## src/inc/ext_irq_pkg.sv

```systemverilog
// Package with register map, field positions and carrier types for the external interrupt block
package ext_irq_pkg;
   // Register byte offsets
   localparam logic [31:0] STATUS_CONTROL_OFFSET = 32'h0000_0000;
   localparam logic [31:0] BREAK_FLAG_CONTROL_OFFSET = 32'h0000_0004;
   localparam logic [31:0] VECTOR_OFFSET = 32'h0000_0008;
   // Status/control field positions
   localparam int MODE_BIT = 0;
   localparam int MASK_BIT = 1;
   localparam int ACK_BIT = 2;
   localparam int PEND_BIT = 3;
   // Break flag control field position
   localparam int BREAK_CLEAR_BIT = 7;
   // Values after reset
   localparam logic RESET_MODE = 1'b0;
   localparam logic RESET_MASK = 1'b0;
   localparam logic RESET_BREAK_CLEAR = 1'b0;
   // Vector locations
   localparam logic [15:0] VECTOR_HIGH_ADDR = 16'hFFFA;
   localparam logic [15:0] VECTOR_LOW_ADDR = 16'hFFFB;
   // AHB encodings
   localparam logic [1:0] HTRANS_NONSEQ = 2'h2;
   localparam logic [1:0] HTRANS_SEQ = 2'h3;
   localparam logic [2:0] HSIZE_WORD = 3'h2;

   // AHB-Lite request bundle
   typedef struct packed {
      logic hsel;
      logic [31:0] haddr;
      logic [1:0] htrans;
      logic [2:0] hsize;
      logic hwrite;
      logic hready;
   } ahb_req_t;

   // Captured address phase
   typedef struct packed {
      logic valid;
      logic write;
      logic [31:0] addr;
   } ahb_phase_t;

   // CPU vector fetch interface
   typedef struct packed {
      logic fetch;
      logic [15:0] addr;
   } vec_fetch_t;
endpackage

```

## src/hw/external_irq_latch.sv

```systemverilog
// External interrupt latch with AHB-Lite status/control registers
`timescale 1ns/1ps
module external_irq_latch
   import ext_irq_pkg::*;
(
   // Clock and reset
   input wire logic i_sys_clk,
   input wire logic i_rst,
   // AHB-Lite slave
   input wire logic i_hsel,
   input wire logic [31:0] i_haddr,
   input wire logic [1:0] i_htrans,
   input wire logic [2:0] i_hsize,
   input wire logic i_hwrite,
   input wire logic i_hready,
   input wire logic [31:0] i_hwdata,
   output logic [31:0] o_hrdata,
   output logic o_hreadyout,
   output logic o_hresp,
   // External pin, active low
   input wire logic i_irq_pin_n,
   // CPU side
   input wire logic i_vector_fetch,
   input wire logic [15:0] i_vector_addr,
   input wire logic i_break_state,
   output logic o_irq_request,
   output logic o_pin_level,
   output logic [15:0] o_vector_base
);
   ahb_req_t req;
   ahb_phase_t phase_q, phase_d;
   vec_fetch_t vf;
   logic pin_level;
   logic pin_fall;
   logic latch_q, latch_d;
   logic mode_q, mode_d;
   logic mask_q, mask_d;
   logic break_clear_q, break_clear_d;
   logic [31:0] rdata_q, rdata_d;
   logic irq_q, irq_d;
   logic level_q, level_d;
   logic sw_ack;
   logic vec_ack;
   logic ack;
   logic pending;
   logic wr_status;
   logic wr_break;

   function automatic logic addr_hit(input logic [31:0] a, input logic [31:0] offs);
      addr_hit = (a[7:2] == offs[7:2]);
   endfunction

   pin_sync u_pin_sync (
      .i_sys_clk(i_sys_clk),
      .i_rst(i_rst),
      .i_pin_n(i_irq_pin_n),
      .o_level(pin_level),
      .o_fall(pin_fall)
   );

   always_comb begin
      req.hsel = i_hsel;
      req.haddr = i_haddr;
      req.htrans = i_htrans;
      req.hsize = i_hsize;
      req.hwrite = i_hwrite;
      req.hready = i_hready;
      vf.fetch = i_vector_fetch;
      vf.addr = i_vector_addr;
   end

   // Bus address phase capture; slave is always ready
   always_comb begin
      phase_d.valid = req.hsel & req.hready & req.htrans[1];
      phase_d.write = req.hwrite;
      phase_d.addr = req.haddr;
   end

   always_ff @(posedge i_sys_clk) begin
      if (i_rst) begin
         phase_q <= '0;
      end else begin
         phase_q <= phase_d;
      end
   end

   assign wr_status = phase_q.valid & phase_q.write & addr_hit(phase_q.addr, STATUS_CONTROL_OFFSET);
   assign wr_break = phase_q.valid & phase_q.write
      & addr_hit(phase_q.addr, BREAK_FLAG_CONTROL_OFFSET);

   // Break protection gates only the software path
   assign sw_ack = wr_status & i_hwdata[ACK_BIT] & (~i_break_state | break_clear_q);
   // Either vector byte fetch counts as the acknowledge
   assign vec_ack = vf.fetch & ((vf.addr == VECTOR_HIGH_ADDR) | (vf.addr == VECTOR_LOW_ADDR));
   assign ack = sw_ack | vec_ack;

   // Latch: edge set wins over a clear in the same cycle
   always_comb begin
      latch_d = latch_q;
      // Level mode keeps the request through the pin term, so any ack may clear the latch
      if (ack) begin
         latch_d = 1'b0;
      end
      if (pin_fall) begin
         latch_d = 1'b1;
      end
   end

   assign pending = latch_q | (mode_q & ~pin_level);

   // Control registers
   always_comb begin
      mode_d = mode_q;
      mask_d = mask_q;
      break_clear_d = break_clear_q;
      if (wr_status) begin
         mode_d = i_hwdata[MODE_BIT];
         mask_d = i_hwdata[MASK_BIT];
      end
      if (wr_break) begin
         break_clear_d = i_hwdata[BREAK_CLEAR_BIT];
      end
   end

   always_ff @(posedge i_sys_clk) begin
      if (i_rst) begin
         latch_q <= 1'b0;
         mode_q <= RESET_MODE;
         mask_q <= RESET_MASK;
         break_clear_q <= RESET_BREAK_CLEAR;
      end else begin
         latch_q <= latch_d;
         mode_q <= mode_d;
         mask_q <= mask_d;
         break_clear_q <= break_clear_d;
      end
   end

   // Read data, captured at the address phase for the next cycle
   always_comb begin
      rdata_d = 32'h0000_0000;
      if (phase_d.valid & ~req.hwrite) begin
         if (addr_hit(req.haddr, STATUS_CONTROL_OFFSET)) begin
            rdata_d[MODE_BIT] = mode_d;
            rdata_d[MASK_BIT] = mask_d;
            rdata_d[ACK_BIT] = 1'b0;
            rdata_d[PEND_BIT] = latch_d | (mode_d & ~pin_level);
         end else if (addr_hit(req.haddr, BREAK_FLAG_CONTROL_OFFSET)) begin
            rdata_d[BREAK_CLEAR_BIT] = break_clear_d;
         end else if (addr_hit(req.haddr, VECTOR_OFFSET)) begin
            rdata_d[15:0] = VECTOR_HIGH_ADDR;
         end
      end
   end

   // Outputs to the CPU
   always_comb begin
      irq_d = latch_d | (mode_d & ~pin_level);
      irq_d = irq_d & ~mask_d;
      level_d = pin_level;
   end

   always_ff @(posedge i_sys_clk) begin
      if (i_rst) begin
         rdata_q <= 32'h0000_0000;
         irq_q <= 1'b0;
         level_q <= 1'b1;
      end else begin
         rdata_q <= rdata_d;
         irq_q <= irq_d;
         level_q <= level_d;
      end
   end

   assign o_hrdata = rdata_q;
   assign o_hreadyout = 1'b1;
   assign o_hresp = 1'b0;
   assign o_irq_request = irq_q;
   assign o_pin_level = level_q;
   assign o_vector_base = VECTOR_HIGH_ADDR;
endmodule

```

## src/hw/pin_sync.sv

```systemverilog
// Two-stage synchroniser with falling-edge detect for the interrupt pin
`timescale 1ns/1ps
module pin_sync
   import ext_irq_pkg::*;
(
   // Clock and reset
   input wire logic i_sys_clk,
   input wire logic i_rst,
   // Pin side
   input wire logic i_pin_n,
   // Synchronised outputs
   output logic o_level,
   output logic o_fall
);
   logic meta_q, meta_d;
   logic sync_q, sync_d;
   logic prev_q, prev_d;
   logic [2:0] arm_q, arm_d;

   always_comb begin
      meta_d = i_pin_n;
      sync_d = meta_q;
      prev_d = sync_q;
      arm_d = {arm_q[1:0], 1'b1};
   end

   // Reset to high; a pin held low at release would look like an edge, but arm_q holds it off
   always_ff @(posedge i_sys_clk) begin
      if (i_rst) begin
         meta_q <= 1'b1;
         sync_q <= 1'b1;
         prev_q <= 1'b1;
         arm_q <= 3'h0;
      end else begin
         meta_q <= meta_d;
         sync_q <= sync_d;
         prev_q <= prev_d;
         arm_q <= arm_d;
      end
   end

   assign o_level = sync_q;
   // Edges held off until the chain holds real pin samples, else a pin low in reset fakes one
   assign o_fall = arm_q[2] & prev_q & ~sync_q;
endmodule

```

## config.mk

```make
export PLATFORM = sky130hd
export DESIGN_NAME = external_irq_latch
export DESIGN_NICKNAME = d
export VERILOG_FILES = /design/src/inc/ext_irq_pkg.sv /design/src/hw/external_irq_latch.sv /design/src/hw/pin_sync.sv
export SDC_FILE = /design/constraint.sdc
export NUM_CORES = 1
export LEC_CHECK = 0
export BUFFER_PORTS_ARGS = -buffer_cell sky130_fd_sc_hd__buf_2
export CAP_MARGIN = 5
export CELL_PAD_IN_SITES_DETAIL_PLACEMENT = 2
export CELL_PAD_IN_SITES_GLOBAL_PLACEMENT = 2
export CORE_AREA = 2 2 90 92
export DETAILED_ROUTE_END_ITERATION = 8
export DIE_AREA = 0 0 92 94
export PLACE_DENSITY = 0.87
export RECOVER_POWER = 100
export SKIP_LAST_GASP = 1
export SLEW_MARGIN = 25
export SYNTH_ARGS = -nofsm -noshare
export SYNTH_HDL_FRONTEND = slang
export SYNTH_SLANG_ARGS = --single-unit
```

## constraint.sdc

```tcl
create_clock -name i_sys_clk -period 2.18 [get_ports i_sys_clk]
set_clock_uncertainty 0.2 [all_clocks]
set_input_delay 0.218 -clock i_sys_clk [delete_from_list [all_inputs] [get_ports i_sys_clk]]
set_output_delay 0.218 -clock i_sys_clk [all_outputs]
set_load 0.05 [all_outputs]
```

# Word level (Yosys, flattened, before mapping)
# Index checks and enable logic that the tools add are counted.
[totals]
regBits = 53
latchBits = 0
ramBits = 0
mem_bits_ro = 0
out_inout_bits = 52
mem_count = 0
[classes]
addsub = 0
n_mul = 0
n_div = 0
magnitude_cmp = 0
eq_ne = 5
shifts = 0
n_mux = 10
bitwise_logic = 22
reduce_logical = 5
[ops]
columns = ["operator", "n"]
rows = [
  ["equality test 16 bit, second input constant", 2],
  ["2-to-1 mux 16 bit", 1],
  ["AND 1 bit", 13],
  ["equality test 6 x 1 -> 1 bit, second input constant", 2],
  ["zero test 6 bit", 2],
  ["2-to-1 mux 1 bit", 7],
  ["2-to-1 mux 7 bit", 1],
  ["equality test 6 x 2 -> 1 bit, second input constant", 1],
  ["NOT 1 bit", 5],
  ["2-to-1 mux 4 bit", 1],
  ["OR 1 bit", 4],
  ["OR reduction 4 bit", 1],
  ["OR reduction 3 bit", 1],
  ["OR reduction 2 bit", 1],
]

# Logic depth before layout (Yosys ltp)
[logic_depth]
word_depth = 9
mapped_depth = 4
ltp_nobuf = 4

# By module
# Synthesis repeated with hierarchy kept, for this count alone.
[unflattened]
cells_unflattened = 125
area_unflattened_um2 = 1232.4
[by_module_without_submodules]
columns = ["module", "instances", "cells_per_inst", "area_each_um2"]
rows = [
  ["external_irq_latch", 1, 112, 1068.5],
  ["pin_sync", 1, 13, 163.9],
]

# Worst setup path after synthesis
# Ideal clock, no wire load.
[synth_timing]
path_kind = "input -> register"
start = "input i_vector_addr[2]"
end = "register rdata_q[3] (netlist: o_hrdata[3])"
setup_time_ps = 128
arrival_time_ps = 1221
required_time_ps = 1852
slack_ps = 630
path_stages = 4
n_path_buf = 0
path_cell_list = "nand4b_1 > or4_1 > a31oi_2 > a31oi_1"
[synth_via]
elab_chain_len = 8
[synth_lines]
columns = ["element", "line", "rtl"]
rows = [
  ["from (decl)", "external_irq_latch.sv:24", "input wire logic [15:0] i_vector_addr,"],
  ["equality test 16 bit", "external_irq_latch.sv:94", "assign vec_ack = vf.fetch & ((vf.addr == VECTOR_HIGH_ADDR) | (vf.addr == VECTOR_LOW_ADDR));"],
  ["OR 1 bit (*)", "external_irq_latch.sv:94", ""],
  ["AND 1 bit (*)", "external_irq_latch.sv:94", ""],
  ["OR 1 bit (*)", "external_irq_latch.sv:95", "assign ack = sw_ack | vec_ack;"],
  ["2-to-1 mux 1 bit (*)", "external_irq_latch.sv:101", "if (ack) begin"],
  ["2-to-1 mux 1 bit (*)", "external_irq_latch.sv:104", "if (pin_fall) begin"],
  ["OR 1 bit (*)", "external_irq_latch.sv:147", "rdata_d[PEND_BIT] = latch_d | (mode_d & ~pin_level);"],
  ["2-to-1 mux 4 bit (*)", "external_irq_latch.sv:143", "if (addr_hit(req.haddr, STATUS_CONTROL_OFFSET)) begin"],
  ["to (signal assigned)", "external_irq_latch.sv:169", "rdata_q <= rdata_d;"],
  ["to (decl)", "external_irq_latch.sv:39", "logic [31:0] rdata_q, rdata_d;"],
]
# Mark *: on every way between the ends. The rest lies on a longest branch, timed or not.
# A chain may end at the register's enable or synchronous reset.

# Worst setup path after layout
[layout_timing]
start = "input i_haddr[5]"
end = "register rdata_q[1] (netlist: o_hrdata[1])"
[layout_via]
elab_chain_len = 4
[layout_lines]
columns = ["element", "line", "rtl"]
rows = [
  ["from (decl)", "external_irq_latch.sv:11", "input wire logic [31:0] i_haddr,"],
  ["equality test 6 x 2 -> 1 bit", "external_irq_latch.sv:50", "addr_hit = (a[7:2] == offs[7:2]);"],
  ["2-to-1 mux 16 bit", "external_irq_latch.sv:150", "end else if (addr_hit(req.haddr, VECTOR_OFFSET)) begin"],
  ["2-to-1 mux 7 bit", "external_irq_latch.sv:148", "end else if (addr_hit(req.haddr, BREAK_FLAG_CONTROL_OFFSET)) begin"],
  ["2-to-1 mux 4 bit (*)", "external_irq_latch.sv:143", ""],
]
# Marked as above.

==> results by group <==
Outcome
  – Status: complete, no violations

GRT
  – Gr ovfl total: 0
  – Vias in the first global route: 916
  – Largest net degree at the start of global routing: 18
  – Global-route wire length before repair: between 4 and 5 mm
  – Initial antenna violation count: 0
  – Overall Global Routing Usage: 6.390%

Route
  – Drt wl/cell: 10.55 microns
  – Antenna-violating nets left: 0
  – Drt drc: 0
  – Initial DRC Count: 28
  – Total Wirelength: ~2.9 mm
  – Avg Vias per Cell: 3.206
  – Pre-antenna DRT Iters: 2
  – Vias: approximately 870

Place
  – IO Port Bufs: 50
  – Cells after DPL: approximately 260
  – Post-DP HPWL: between 2 and 2.5 mm
  – Placer congestion estimate: roughly 0.7

Synthesis
  – Post-synth EDFFs: 0
  – #FFs+latches synth: 24
  – Top cells by count, synth: buf_4 (45), dfxtp_1 (24), nor2b_1 (8)
  – Count leader, synth: buf_4
  – Syn Inst Count: ~120
  – Count of different cell masters after synthesis: 34
  – Area of the mapped netlist: approximately 1200 sq um
  – Post-synthesis sequential area ratio: 40.13%
  – Share of the synthesized area in the top cell type: 40.13%
  – Area leader, netlist: dfxtp_1
  – Most used DFF post-synth: dfxtp_1
  – Yosys warns: 0
  – Largest cells by area after synthesis: dfxtp_1 (40%), buf_4 (28%), nor2b_1 (4.2%)
  – Ys async rst share: 0%
  – Syn Area/Cell: roughly 10 sq um

STA
  – Worst-margin pin slew: 0.7729 ns
  – Fmax: 0.4872 GHz
  – RSZ-0062 raised after global routing: no
  – Slew Viols, Final: 0
  – Hold Vio Cnt, Final: 0
  – Rel. slew slack: about half
  – Period minus WS final: between 2 and 2.5 ns
  – Final setup fails: 0
  – Final worst-path cycle share: between 90% and 100%
  – Setup_tns: 0 ns

Clock tree
  – Reg clk slew, reported paths: 0.08 ns
  – Clock tree sinks: 24
  – CTS max path bufs: 2
  – Post-CTS setup repair buffer count: 0
  – H-tree levels: 1
  – TritonCTS Buffers: 3
  – Insertion delay to the later sink of the worst-skew pair: roughly 0.26 ns
  – Root Driver: clkbuf_8
  – CTS tree: built
  – Hold-fix buffers at CTS: 6
  – PostCTS Resize Cnt: 0

Hold path
  – Worst Hold Class: primary input to flip-flop

Finish
  – Cell Count, Final, Fillers Out: about 270
  – Fillcell total: 930
  – Register area: between 400 and 500 sq um
  – Share of cells above drive strength 1: between 20% and 30%
  – Nets: 264
  – Area Overhead vs Synth: 18.39%
  – Area of the multi-input gates: between 400 and 500 sq um
  – Largest register FFs: 8
  – Ant diodes: 0
  – Final Core Density: 18.63%
  – Biggest register: phase_q

Die
  – Core area: 7607 sq um
  – DIE WIDTH: around 90 microns
  – Number of core rows: 32
  – Initial Util: 15.74%
  – Die area: slightly below 9000 sq um
  – Die height: about 94 microns
  – I/O pins: between 100 and 150

Critical path
  – Type of origin of the critical path: primary input
  – Critical path fanouts, max: 4
  – Critical path class: primary input to flip-flop
  – Critical path required time: between 2 and 2.5 ns
  – Setup crit end kind: flip-flop
  – Crit path DAT: about 2.1 ns

Pwr
  – Pwr dens: around 670 nW/um^2
  – Pleak: approximately 0.00064 uW
  – VDD IR-drop max: approximately 0.21 mV
  – Total power draw: 951.0 uW

Job
  – Maxcap violations: 0
==> layer usage <==
metal | vias up | track usage (%) | routed length (microns)
met5 | - | 0 | 0
met4 | 0 | 2.612 | 30
met3 | 2 | 1.846 | 230
met2 | 47 | 12.01 | 1535
met1 | 403 | 6.647 | 1073
li1 | 420 | - | -
==> path summary, 6_finish.rpt <==
kind / from / endpoint / slack, ns / cells after the start
worst max-delay path: i_haddr[5] / o_hrdata[1]$_SDFF_PP0_ / 0.13 / 6
worst min register to register: u_pin_sync.meta_q$_SDFF_PP1_ / u_pin_sync.o_level$_SDFF_PP1_ / 0.23 / 1
worst max register to register: phase_q[7]$_SDFF_PP0_ / o_irq_request$_SDFF_PP0_ / 0.26 / 4
worst min-delay path: i_haddr[2] / phase_q[2]$_SDFF_PP0_ / 0.01 / 2
==> through the flow <==
| stage | setup slack (ns) | area (sq um) | hold slack, ns |
|---|---|---|---|
| 5_1_grt | 0.04504 | 1418 | 0.02377 |
| 3_5_place_dp | 0.3938 | 1358 | 0.2117 |
| 2_1_floorplan | 0.6305 | 1321 | 0.08961 |
| 6_report | 0.1275 | 1418 | 0.01157 |
| 3_3_place_gp | 0.4265 | 1358 | 0.1950 |
| 4_1_cts | 0.1459 | 1473 | 0.0006209 |
==> power by group <==
group | switching, uW | internal (uW)
logic | 162 | 38.1
clock network | 134 | 161
registers | 5.03 | 451
total | 301 | 650
==> layout by cell type (no fill, tap or decap), types with 2 or more instances in the layout <==
cell type | netlist | routed
nand2b_1 | 2 | 2
nor2b_1 | 8 | 8
dfxtp_1 | 24 | 24
clkbuf_8 | 0 | 4
nor2_1 | 6 | 6
buf_2 | 0 | 30
conb_1 | 2 | 35
or2_2 | 3 | 3
clkbuf_1 | 1 | 20
dlygate4sd3_1 | 0 | 6
nand2_1 | 2 | 2
and3_1 | 2 | 2
inv_1 | 3 | 3
nand4_1 | 3 | 3
or4_1 | 1 | 2
a31oi_1 | 1 | 2
==> logic make-up after synthesis <==
logic type / synth area share [%]
simple gates: 20.59
mux: 0.9404
compound gates: 8.256
other cells: 0.6272
buf+inv: 29.47
flops: 40.13
==> critical path, cell delays in order <==
cell and delay, ns:
dlygate4sd3_1 0.53, clkbuf_1 0.11, or4_1 0.53, nor3b_2 0.27, nand2b_1 0.16, o21ba_1 0.24
==> layout make-up <==
| class | instances | share of cell area [%] |
|---|---|---|
| multi-input combinational | 83 | 32.30 |
| tap | 102 | 9.003 |
| sequential | 24 | 33.89 |
| inverter | 3 | 0.7944 |
| clock buffer | 4 | 3.883 |
| timing repair buffer | 56 | 20.12 |
(Power assumes the default switching activity.)
